--- src/rte_pkg.sv ---
// Package for the real-time counter event, interrupt, sleep and halt block.
// Assumes a single system clock; the slow timebase arrives as a pin level.
package rte_pkg;

    // ------------------------------------------------------------------
    // Widths and counts
    // ------------------------------------------------------------------
    localparam int CNT_W        = 16;  // Tick value, wrap limit and compare width.
    localparam int PRESC_W      = 15;  // Prescaler counter width.
    localparam int LEVEL_N      = 8;   // Number of divided level outputs.
    localparam int LEVEL_LSB    = 5;   // Prescaler bit of the divide-by-64 level.
    localparam int SYNC_STAGES  = 2;   // Slow-clock cycles before a write applies.

    // ------------------------------------------------------------------
    // Bit positions of the counter interrupt group
    // ------------------------------------------------------------------
    localparam int IRQ_OVF_BIT  = 0;
    localparam int IRQ_CMP_BIT  = 1;

    // ------------------------------------------------------------------
    // Reset values
    // ------------------------------------------------------------------
    localparam logic [CNT_W-1:0] CNT_RST = 16'h0000;
    localparam logic [CNT_W-1:0] PER_RST = 16'hffff;
    localparam logic [CNT_W-1:0] CMP_RST = 16'h0000;

    // Main control register contents.
    typedef struct packed {
        logic       run_in_standby_bit;
        logic [3:0] prescaler;
        logic       enable;
    } rte_main_ctrl_t;

    // Periodic tick timer control register contents.
    typedef struct packed {
        logic [3:0] period;
        logic       enable;
    } rte_tick_ctrl_t;

    localparam rte_main_ctrl_t MAIN_CTRL_RST = '0;
    localparam rte_tick_ctrl_t TICK_CTRL_RST = '0;

    // Busy flags, in the order compare, wrap limit, tick value, main control.
    typedef struct packed {
        logic compare_sync_pending;
        logic wrap_limit_sync_pending;
        logic tick_value_sync_pending;
        logic main_control_sync_pending;
    } rte_busy_t;

    // Progress of one pending write across the slow domain.
    typedef struct packed {
        logic busy;
        logic stage;
    } rte_sync_t;

endpackage

--- src/rte_top.sv ---
// Real-time counter core with events, two interrupt groups, sleep and halt gating.
// Assumes the slow timebase is a free-running pin level asynchronous to clk_sys,
// and much slower than clk_sys, so that each slow edge is seen once.
`timescale 1ns/1ps

// What this block does
// Overflow, compare events pulse one slow period.
// Eight level outputs, prescaler divided 64..8192.
// Overflow when tick value wraps at limit.
// Compare when tick value equals compare.
// Tick timer flag per selected interval.
// Flags set regardless of enable.
// Each source has its own enable.
// Request held while flag and enable set.
// Counter and tick timer have separate groups.
// Counter runs Idle; Standby only if allowed.
// Tick timer runs in every sleep mode.
// Writes apply after slow-domain synchronization.
// Four busy flags for counter writes.
// One busy flag for tick control.
// Software waits for busy clear first.
// Halted without debug-run stops counter.
// Halted without debug-run holds tick output low.
// Tick flag sets on output rising edge.
// Prescaler change applies two slow cycles later.
// First tick interrupt within one period.
// Flags clear by writing one.
// Busy sets on write, clears on acknowledge.
module rte_top (
    // Clock and reset
    input  wire logic                         clk_sys,
    input  wire logic                         reset_n,
    // Slow timebase pin, asynchronous
    input  wire logic                         slow_clk_pin,
    // Sleep and halt status
    input  wire logic                         sleep_idle,
    input  wire logic                         sleep_standby,
    input  wire logic                         cpu_halted,
    // Register writes, one-cycle strobes with data
    input  wire logic                         main_ctrl_wr,
    input  wire rte_pkg::rte_main_ctrl_t      main_ctrl_wdata,
    input  wire logic                         tick_ctrl_wr,
    input  wire rte_pkg::rte_tick_ctrl_t      tick_ctrl_wdata,
    input  wire logic                         compare_wr,
    input  wire logic [rte_pkg::CNT_W-1:0]    compare_wdata,
    input  wire logic                         wrap_limit_wr,
    input  wire logic [rte_pkg::CNT_W-1:0]    wrap_limit_wdata,
    input  wire logic                         tick_value_wr,
    input  wire logic [rte_pkg::CNT_W-1:0]    tick_value_wdata,
    // Interrupt enables, halt behaviour and flag clears
    input  wire logic [1:0]                   irq_enable_register,
    input  wire logic                         tick_irq_enable_register,
    input  wire logic                         keep_running_when_halted,
    input  wire logic                         tick_keep_running_when_halted,
    input  wire logic [1:0]                   irq_flag_clear,
    input  wire logic                         tick_irq_flag_clear,
    // Events
    output logic                              overflow_event,
    output logic                              compare_match,
    output logic [rte_pkg::LEVEL_N-1:0]       tick_levels,
    // Interrupt flags and requests
    output logic [1:0]                        irq_flag_register,
    output logic                              tick_irq_flag_register,
    output logic                              counter_irq,
    output logic                              tick_irq,
    // Status
    output rte_pkg::rte_busy_t                status_busy,
    output logic                              tick_control_sync_pending,
    output logic [rte_pkg::CNT_W-1:0]         tick_value
);

    // ------------------------------------------------------------------
    // State
    // ------------------------------------------------------------------
    typedef struct packed {
        logic [1:0]                      pin_sync;
        logic                            pin_last;
        rte_pkg::rte_main_ctrl_t         main_stage;
        rte_pkg::rte_main_ctrl_t         main_act;
        rte_pkg::rte_tick_ctrl_t         tick_stage;
        rte_pkg::rte_tick_ctrl_t         tick_act;
        logic [rte_pkg::CNT_W-1:0]       cmp_stage;
        logic [rte_pkg::CNT_W-1:0]       cmp_act;
        logic [rte_pkg::CNT_W-1:0]       per_stage;
        logic [rte_pkg::CNT_W-1:0]       per_act;
        logic [rte_pkg::CNT_W-1:0]       cnt_stage;
        logic [rte_pkg::CNT_W-1:0]       cnt;
        rte_pkg::rte_sync_t              sy_main;
        rte_pkg::rte_sync_t              sy_tick;
        rte_pkg::rte_sync_t              sy_cmp;
        rte_pkg::rte_sync_t              sy_per;
        rte_pkg::rte_sync_t              sy_cnt;
        logic [rte_pkg::PRESC_W-1:0]     presc;
        logic                            ovf_ev;
        logic                            cmp_ev;
        logic [rte_pkg::LEVEL_N-1:0]     levels;
        logic                            tick_out;
        logic [1:0]                      flags;
        logic                            tick_flag;
        logic                            cnt_irq;
        logic                            tk_irq;
    } rte_state_t;

    rte_state_t st_r;
    rte_state_t st_nxt;

    // Advances one pending write on a slow edge; returns the new progress.
    function automatic rte_pkg::rte_sync_t sync_step(input rte_pkg::rte_sync_t s,
                                                     input logic edge_seen);
        rte_pkg::rte_sync_t r;
        r = s;
        if (s.busy && edge_seen) begin
            if (!s.stage) begin
                r.stage = 1'b1;
            end else begin
                r = '0;
            end
        end
        return r;
    endfunction

    // True on the slow edge that completes a pending write.
    function automatic logic sync_done(input rte_pkg::rte_sync_t s, input logic edge_seen);
        return s.busy && s.stage && edge_seen;
    endfunction

    // Prescaler mask of all ones below the selected divide bit.
    function automatic logic [rte_pkg::PRESC_W-1:0] presc_mask(input logic [3:0] sel);
        logic [rte_pkg::PRESC_W:0] m;
        m = ({{rte_pkg::PRESC_W{1'b0}}, 1'b1} << sel) - 1'b1;
        return m[rte_pkg::PRESC_W-1:0];
    endfunction

    // ------------------------------------------------------------------
    // Next-state logic
    // ------------------------------------------------------------------
    logic slow_edge;
    logic cnt_tick;
    logic cnt_run;
    logic tick_hold;
    logic tick_now;
    logic [rte_pkg::CNT_W-1:0] cnt_next;

    // Computes every register of the block from the current state.
    always_comb begin
        st_nxt = st_r;
        cnt_next = st_r.cnt;
        // Two-flop synchroniser, then edge detection on the second stage only.
        st_nxt.pin_sync = {st_r.pin_sync[0], slow_clk_pin};
        st_nxt.pin_last = st_r.pin_sync[1];
        slow_edge = st_r.pin_sync[1] && !st_r.pin_last;

        // Slow-domain write progress; the busy bit clears once applied.  R12 R22
        st_nxt.sy_main = sync_step(st_r.sy_main, slow_edge);
        st_nxt.sy_tick = sync_step(st_r.sy_tick, slow_edge);
        st_nxt.sy_cmp  = sync_step(st_r.sy_cmp, slow_edge);
        st_nxt.sy_per  = sync_step(st_r.sy_per, slow_edge);
        st_nxt.sy_cnt  = sync_step(st_r.sy_cnt, slow_edge);
        // Staged values reach the slow logic on the second slow edge.  R19
        if (sync_done(st_r.sy_main, slow_edge)) begin
            st_nxt.main_act = st_r.main_stage;
        end
        if (sync_done(st_r.sy_tick, slow_edge)) begin
            st_nxt.tick_act = st_r.tick_stage;
        end
        if (sync_done(st_r.sy_cmp, slow_edge)) begin
            st_nxt.cmp_act = st_r.cmp_stage;
        end
        if (sync_done(st_r.sy_per, slow_edge)) begin
            st_nxt.per_act = st_r.per_stage;
        end

        // Bus-side writes capture data and raise busy on the accepting edge.  R13 R14 R22
        if (main_ctrl_wr) begin
            st_nxt.main_stage = main_ctrl_wdata;
            st_nxt.sy_main    = '{busy: 1'b1, stage: 1'b0};
        end
        if (tick_ctrl_wr) begin
            st_nxt.tick_stage = tick_ctrl_wdata;
            st_nxt.sy_tick    = '{busy: 1'b1, stage: 1'b0};
        end
        if (compare_wr) begin
            st_nxt.cmp_stage = compare_wdata;
            st_nxt.sy_cmp    = '{busy: 1'b1, stage: 1'b0};
        end
        if (wrap_limit_wr) begin
            st_nxt.per_stage = wrap_limit_wdata;
            st_nxt.sy_per    = '{busy: 1'b1, stage: 1'b0};
        end
        if (tick_value_wr) begin
            st_nxt.cnt_stage = tick_value_wdata;
            st_nxt.sy_cnt    = '{busy: 1'b1, stage: 1'b0};
        end

        // Halt and sleep gating of the counter; idle sleep never stops it.  R10 R16
        cnt_run = st_r.main_act.enable
               && !(sleep_standby && !st_r.main_act.run_in_standby_bit)
               && !(cpu_halted && !keep_running_when_halted);
        // Tick timer is gated by halt only, never by sleep.  R11 R17
        tick_hold = cpu_halted && !tick_keep_running_when_halted;

        // Shared prescaler runs while the counter is running or the tick timer is enabled.
        if (slow_edge && ((st_r.main_act.enable && cnt_run) || st_r.tick_act.enable)) begin
            st_nxt.presc = st_r.presc + 1'b1;
        end
        cnt_tick = slow_edge && cnt_run
                && ((st_r.presc & presc_mask(st_r.main_act.prescaler))
                    == presc_mask(st_r.main_act.prescaler));

        // Events last from one slow edge to the next.  R01
        if (slow_edge) begin
            st_nxt.ovf_ev = 1'b0;
            st_nxt.cmp_ev = 1'b0;
        end
        if (cnt_tick) begin
            if (st_r.cnt == st_r.per_act) begin
                cnt_next = '0;
                st_nxt.ovf_ev = 1'b1;
            end else begin
                cnt_next = st_r.cnt + 1'b1;
            end
            st_nxt.cmp_ev = (cnt_next == st_r.cmp_act);
        end
        // A synchronised tick value write overrides the count.
        if (sync_done(st_r.sy_cnt, slow_edge)) begin
            cnt_next = st_r.cnt_stage;
        end
        st_nxt.cnt = cnt_next;

        // Divided level outputs follow prescaler bits, low while held.  R02 R17
        for (int i = 0; i < rte_pkg::LEVEL_N; i++) begin
            st_nxt.levels[i] = st_r.presc[rte_pkg::LEVEL_LSB + i] && !tick_hold;
        end
        // Period field n selects prescaler bit n; zero selects nothing.  R05 R20
        tick_now = st_r.tick_act.enable && (st_r.tick_act.period != 4'h0)
                && st_r.presc[st_r.tick_act.period - 4'h1 + 4'h1] && !tick_hold;
        st_nxt.tick_out = tick_now;

        // Flags: clear by one, hardware set wins over the clear.  R06 R21
        st_nxt.flags = st_r.flags & ~irq_flag_clear;
        if (cnt_tick && st_nxt.ovf_ev) begin
            st_nxt.flags[rte_pkg::IRQ_OVF_BIT] = 1'b1;
        end
        if (cnt_tick && st_nxt.cmp_ev) begin
            st_nxt.flags[rte_pkg::IRQ_CMP_BIT] = 1'b1;
        end
        st_nxt.tick_flag = st_r.tick_flag && !tick_irq_flag_clear;
        if (tick_now && !st_r.tick_out) begin
            st_nxt.tick_flag = 1'b1;
        end

        // Two separate requests, each flag gated by its own enable.  R07 R08 R09
        st_nxt.cnt_irq = |(st_nxt.flags & irq_enable_register);
        st_nxt.tk_irq  = st_nxt.tick_flag && tick_irq_enable_register;
    end

    // ------------------------------------------------------------------
    // State register
    // ------------------------------------------------------------------
    // Registers the whole state; reset loads constants only.
    always_ff @(posedge clk_sys or negedge reset_n) begin
        if (!reset_n) begin
            st_r            <= '0;
            st_r.main_stage <= rte_pkg::MAIN_CTRL_RST;
            st_r.main_act   <= rte_pkg::MAIN_CTRL_RST;
            st_r.tick_stage <= rte_pkg::TICK_CTRL_RST;
            st_r.tick_act   <= rte_pkg::TICK_CTRL_RST;
            st_r.cmp_stage  <= rte_pkg::CMP_RST;
            st_r.cmp_act    <= rte_pkg::CMP_RST;
            st_r.per_stage  <= rte_pkg::PER_RST;
            st_r.per_act    <= rte_pkg::PER_RST;
            st_r.cnt_stage  <= rte_pkg::CNT_RST;
            st_r.cnt        <= rte_pkg::CNT_RST;
        end else begin
            st_r <= st_nxt;
        end
    end

    // ------------------------------------------------------------------
    // Outputs, all taken from state flip-flops
    // ------------------------------------------------------------------
    // Drives the ports from the registered state.
    assign overflow_event         = st_r.ovf_ev;
    assign compare_match          = st_r.cmp_ev;
    assign tick_levels            = st_r.levels;
    assign irq_flag_register      = st_r.flags;
    assign tick_irq_flag_register = st_r.tick_flag;
    assign counter_irq            = st_r.cnt_irq;
    assign tick_irq               = st_r.tk_irq;
    assign status_busy            = '{compare_sync_pending:      st_r.sy_cmp.busy,
                                      wrap_limit_sync_pending:   st_r.sy_per.busy,
                                      tick_value_sync_pending:   st_r.sy_cnt.busy,
                                      main_control_sync_pending: st_r.sy_main.busy};
    assign tick_control_sync_pending = st_r.sy_tick.busy;
    assign tick_value             = st_r.cnt;

endmodule // rte_top

--- config.mk ---
export PLATFORM = sky130hd
export DESIGN_NAME = rte_top
export DESIGN_NICKNAME = d
export VERILOG_FILES = /design/src/rte_pkg.sv /design/src/rte_top.sv
export SDC_FILE = /design/constraint.sdc
export NUM_CORES = 1
export LEC_CHECK = 0
export BUFFER_PORTS_ARGS = -buffer_cell sky130_fd_sc_hd__buf_2
export CAP_MARGIN = 20
export CELL_PAD_IN_SITES_DETAIL_PLACEMENT = 1
export CELL_PAD_IN_SITES_GLOBAL_PLACEMENT = 1
export CORE_MARGIN = 2
export CORE_UTILIZATION = 47
export CTS_BUF_LIST = sky130_fd_sc_hd__clkbuf_2
export DETAILED_ROUTE_END_ITERATION = 7
export PLACE_DENSITY_LB_ADDON = 0.1
export SLEW_MARGIN = 10
export SYNTH_ARGS = -nofsm -noshare
export SYNTH_HDL_FRONTEND = slang
export SYNTH_SLANG_ARGS = --single-unit
export TNS_END_PERCENT = 50
--- constraint.sdc ---
create_clock -name clk_sys -period 3.1 [get_ports clk_sys]
set_input_delay 0.155 -clock clk_sys [delete_from_list [all_inputs] [get_ports clk_sys]]
set_output_delay 0.155 -clock clk_sys [all_outputs]
set_load 0.005 [all_outputs]
# After elaboration in Yosys (flattened, before gate mapping)
# Cells that the tools add are included.
[classes] addsub=5 n_lt_le_gt_ge=1 n_eq_ne=3 n_shift=1 muxes=32 bitwise=4 reduce_logical=69
[op_table] op="2-to-1 mux 16 bit" n=4
[op_table] op="logical AND 1 bit" n=41
[op_table] op="equality test 16 bit" n=2
[op_table] op="2-to-1 mux 2 bit" n=12
[op_table] op="nonzero test 2 bit" n=11
[op_table] op="adder 16 x 1 -> 16 bit (second input constant)" n=1
[op_table] op="adder 15 x 1 -> 15 bit (second input constant)" n=1
[op_table] op="AND 15 bit" n=1
[op_table] op="equality test 15 bit" n=1
[op_table] op="2-to-1 mux 1 bit" n=15
[op_table] op="<< shifter 1 x 4 -> 15 bit (first input constant)" n=1
[op_table] op="subtractor 15 x 1 -> 15 bit (second input constant)" n=1
[op_table] op="AND reduction 2 bit" n=5
[op_table] op="zero test 1 bit" n=9
[op_table] op="less-than comparator 4 x 5 -> 1 bit (second input constant)" n=1
[op_table] op="adder 4 x 1 -> 4 bit (second input constant)" n=1
[op_table] op="AND 2 bit" n=2
[op_table] op="binary-select mux 1 bit (select 4 bit)" n=1
[op_table] op="nonzero test 4 bit" n=1
[op_table] op="subtractor 4 x 1 -> 4 bit (second input constant)" n=1
[op_table] op="NOT 2 bit" n=1
[op_table] op="OR reduction 2 bit" n=1
[op_table] op="logical OR 1 bit" n=1
[totals] ff_bits=162 in_bits=78 output_inout_bits=36 elab_cells=152

# Longest topological paths before layout
[logic_depth] word_depth=14 ltp_mapped=14 ltp_nobuf=11

# Worst setup path before layout
# Ideal clock, no wire load.
[synth_timing] kind="flip-flop to flip-flop" start="reg st_r[149] in the netlist's numbering" end="reg st_r (netlist bit tick_value[9])" setup_time_ns=0.082 arrival_ns=2.689 required_time_ns=3.018 slack_ns=0.329 path_stages_with_launch=15 path_buffers=3 synth_period_minus_slack_ns=2.771 cell_sequence="dfrtp_1 clkbuf_1 nor3_1 nand2b_1 ha_1 clkbuf_1 xnor2_1 nand4_1 a21oi_1 nor4_1 nand4b_1 nor2_1 clkbuf_1 nand3b_1 a31oi_1"
[synth_via] elab_chain_cells=6
[synth_rtl] element="start, declared" line_no="rte_top.sv:104" rtl="rte_state_t st_r;"
[synth_rtl] element="start signal, assigned" line_no="rte_top.sv:275" rtl="st_r <= st_nxt;"
[synth_rtl] element="<< shifter 1 x 4 -> 15 bit (*)" line_no="rte_top.sv:130" rtl="m = ({{rte_pkg::PRESC_W{1'b0}}, 1'b1} << sel) - 1'b1;"
[synth_rtl] element="subtractor 15 x 1 -> 15 bit (*)" line_no="rte_top.sv:130"
[synth_rtl] element="AND 15 bit" line_no="rte_top.sv:207" rtl="&& ((st_r.presc & presc_mask(st_r.main_act.prescaler))"
[synth_rtl] element="equality test 15 bit (*)" line_no="rte_top.sv:208" rtl="== presc_mask(st_r.main_act.prescaler));"
[synth_rtl] element="logical AND 1 bit (*)" line_no="rte_top.sv:207"
[synth_rtl] element="nonzero test 2 bit (no source line) (*)"
# Mark *: on every way between the ends. The rest lies on a longest branch, timed or not.
# A chain may end at the register's enable or synchronous reset.

==> impl_metrics.ini <==
[critical_path]
worstRegToRegCells = 9
cpMaxStageDelayCell = dfstp_2
end_kind = flop
ff2ff_setup_slack_ns = 0.19
crit_arrival_ns = 3.53
r2r-end = compare_match
path_cells = xor2_1, nor4_1, and4_1, buf_4, o21ai_0, a211oi_1, nor4_1, nand4b_1, o21ai_0
startpoint_type = flop
r2r-start = st_r[83]
cp.required_ns = 3.72
cp_max_fo = 18
critPathMaxStageDelay_ns = 0.60
path_class = flop to flop

[layout]
fin_util_pct = 61.72
area_growth_pct = 27.76
design_area_um2 = 10270
layout.nets = 997
drive_above_1_share_pct = 34.98
fillCellCount = 1752

[global_routing]
grt.overflow.total = 0
grt_start_max_net_pins = 75
antenna_found_initial = 1
grt_pass1_vias = 6814
grt_usage_pct = 25.41
grt_pass1_wl_um = 35750

[synthesis]
yosys_warnings = 0
yosysTopAreaCell = dfrtp_1
seq_area_frac_synth_pct = 50.92
synth_area_leaders = dfrtp_1 (40%), mux2_2 (15%), dfstp_2 (10%), xnor2_1 (3.6%), xor2_1 (3.1%)
synth_nets = 779
syn_inst = 698
synth_area_um2 = 8040
synth_common_cells = dfrtp_1 (130), mux2_2 (104), nor2_1 (49)
async_reset_ff_share_pct = 100.0
synth.top_cell.area_share_pct = 40.46
ys_ff_latch = 162
synth_ff_type = dfrtp_1
synth.most_common_cell = dfrtp_1
syn_area_per_cell_um2 = 11.52
synth_edf_count = 0
synth_cell_types = 66

[cts]
cts_max_path_buffers = 2
cts_sinks = 162
worstSkewPairLatency_ns = 0.76
cts.clk_slew.worst_paths_ns = 0.22
clock_tree.root_cell = clkbuf_2
htreeDepth = 4
cts_made_buffers = 17
cts_tree = done

[floorplanning]
start_util_pct = 48.31
dieArea_um2 = 18170
num_rows = 47
dieHeight_um = 134.8
boundaryPins = 114
die_x_um = 134.8
core_area_um2 = 16640

[placement]
place_hpwl_um = 13750
port_buffers = 112
finalWeightedCongestion = 0.8688
placed_area_um2 = 8657

[timing]
slew_viol_final = 0
rsz0062_at_grt = false
setup_violations = 0
hold_viol = 0
fmax_ghz = 0.3435
layout_min_cycle_time_ns = 2.911
clock_skew_ns = 0.05640
finalSetupTns_ns = 0
fin_crit_sh_pct = 93.90
maxSlewHeadroom_pct = 43.62
worst_pin_slew_ns = 0.8433

[power_and_ir_drop]
p_total_w = 0.006628
total_leakage_power_nw = 4.412
vdd_drop_max_uv = 318.1
power_density_nw_per_um2 = 645.3

[hold_path]
hold_class = input port to flop
holdPathEnd = st_r[16]
min_from = keep_running_when_halted
whs_path_depth = 4

[route]
routedWlPerCell_um = 18.84
avgViaCountPerCell = 5.335
first_pass_iters = 4
drc = 0
antenna_left = 0
routed_wl_um = 21670
drt_iter0_drc = 240
via_count = 6135

[status]
outcome = complete, no violations

[job]
maxCapViolations = 0
[routing by layer]
layer  track usage (%)  wire [µm]  up-vias
met3             4.392        590       24
met5                 0          0        -
met1             31.77       9478     3147
met2             45.15      11270      111
li1                  -          -     2853
met4             7.485        325        0
[critical path, delay by kind of cell (launching register included)]
kind | cells | cell delay [ns]
buffers and inverters | 1 | 0.29
AO/OA/AOI/OAI | 3 | 0.58
AND/OR/NAND/NOR | 4 | 1.26
flip-flops | 1 | 0.60
XOR/XNOR | 1 | 0.07
[cell families after synthesis]
group	count (synthesis)	synth area share, %
simple gates	194	13.45
flops	162	50.92
mux	109	15.66
buf+inv	87	5.804
compound gates	80	6.490
xor+xnor	63	7.221
fa+ha+maj	3	0.4669
[cell type report]
type                            count  area, µm²  share of cell area [%]
Antenna cell                        1      2.502                 0.02436
Clock buffer                       21      105.1                   1.023
Clock inverter                     11      88.84                  0.8648
Inverter                           11      41.29                  0.4019
Multi-Input combinational cell    449       3501                   34.08
Sequential cell                   162       4095                   39.87
Tap cell                          220      275.3                   2.680
Timing Repair Buffer              275       2163                   21.06
[placed cells by master, fill, tap and decap left out, types with 7 or more instances in the layout]
cell	synthesis	layout
xor2_1	28	28
a21o_1	7	7
nand2b_1	8	8
nand3b_1	9	9
nand2_1	30	30
inv_1	11	11
dfrtp_1	130	129
xnor2_1	33	33
buf_2	15	111
a21oi_1	10	10
dlygate4sd3_1	0	136
o21ai_0	22	22
a31oi_1	15	15
buf_4	30	25
mux2_2	104	104
dfstp_2	32	32
nor3_1	11	10
and2_1	12	12
nor2_1	49	48
nand3_1	23	23
nor4_1	9	8
clkbuf_2	1	21
[worst max-delay path by stage]
stage	start	slack (ns)	depth (start not counted)	endpoint
global route	tick_value[2]	0.004	9	compare_match
detailed placement	st_r[151]	0.05	11	tick_value[2]
floorplan	st_r[149]	0.33	14	tick_value[9]
global placement	st_r[151]	0.15	11	tick_value[11]
finish	st_r[83]	0.19	9	compare_match
CTS	st_r[151]	0.14	11	tick_value[1]
[where the power goes]
part	leakage [nW]	internal, W	switching, W	total, W
Sequential	1.91	0.00261	0.000508	0.00312
Clock	0.125	0.000292	0.000730	0.00102
Combinational	2.38	0.00131	0.00118	0.00249
[through the flow]
step           hold WS (ns)  setup slack [ns]  std cells
2_1_floorplan       -0.1406            0.3292        698
3_3_place_gp         0.1645            0.1536        979
3_5_place_dp         0.1687           0.04596        979
4_1_cts            0.001268            0.1362       1148
5_1_grt             0.02285          0.003760       1150
6_report            0.08313            0.1892       1150
[state kept, by name, indices dropped and copies added, names as in the netlist]
| register | flops |
|---|---|
| tick_control_sync_pending | 1 |
| tick_irq_flag_register | 1 |
| st_nxt | 2 |
| tick_value | 16 |
| compare_match | 1 |
| tick_levels | 8 |
| overflow_event | 1 |
| status_busy | 4 |
| st_r | 124 |
| tick_irq | 1 |
| counter_irq | 1 |
| irq_flag_register | 2 |
[timing repair]
action	4_1_cts	5_1_grt
endpoints found under the hold margin	222	0
resized for setup	1	5
endpoints found under the setup margin	5	18
pin swaps	0	1
setup buffers	0	1
hold buffers	137	0
No activity file was read; power rests on OpenSTA's default activity.
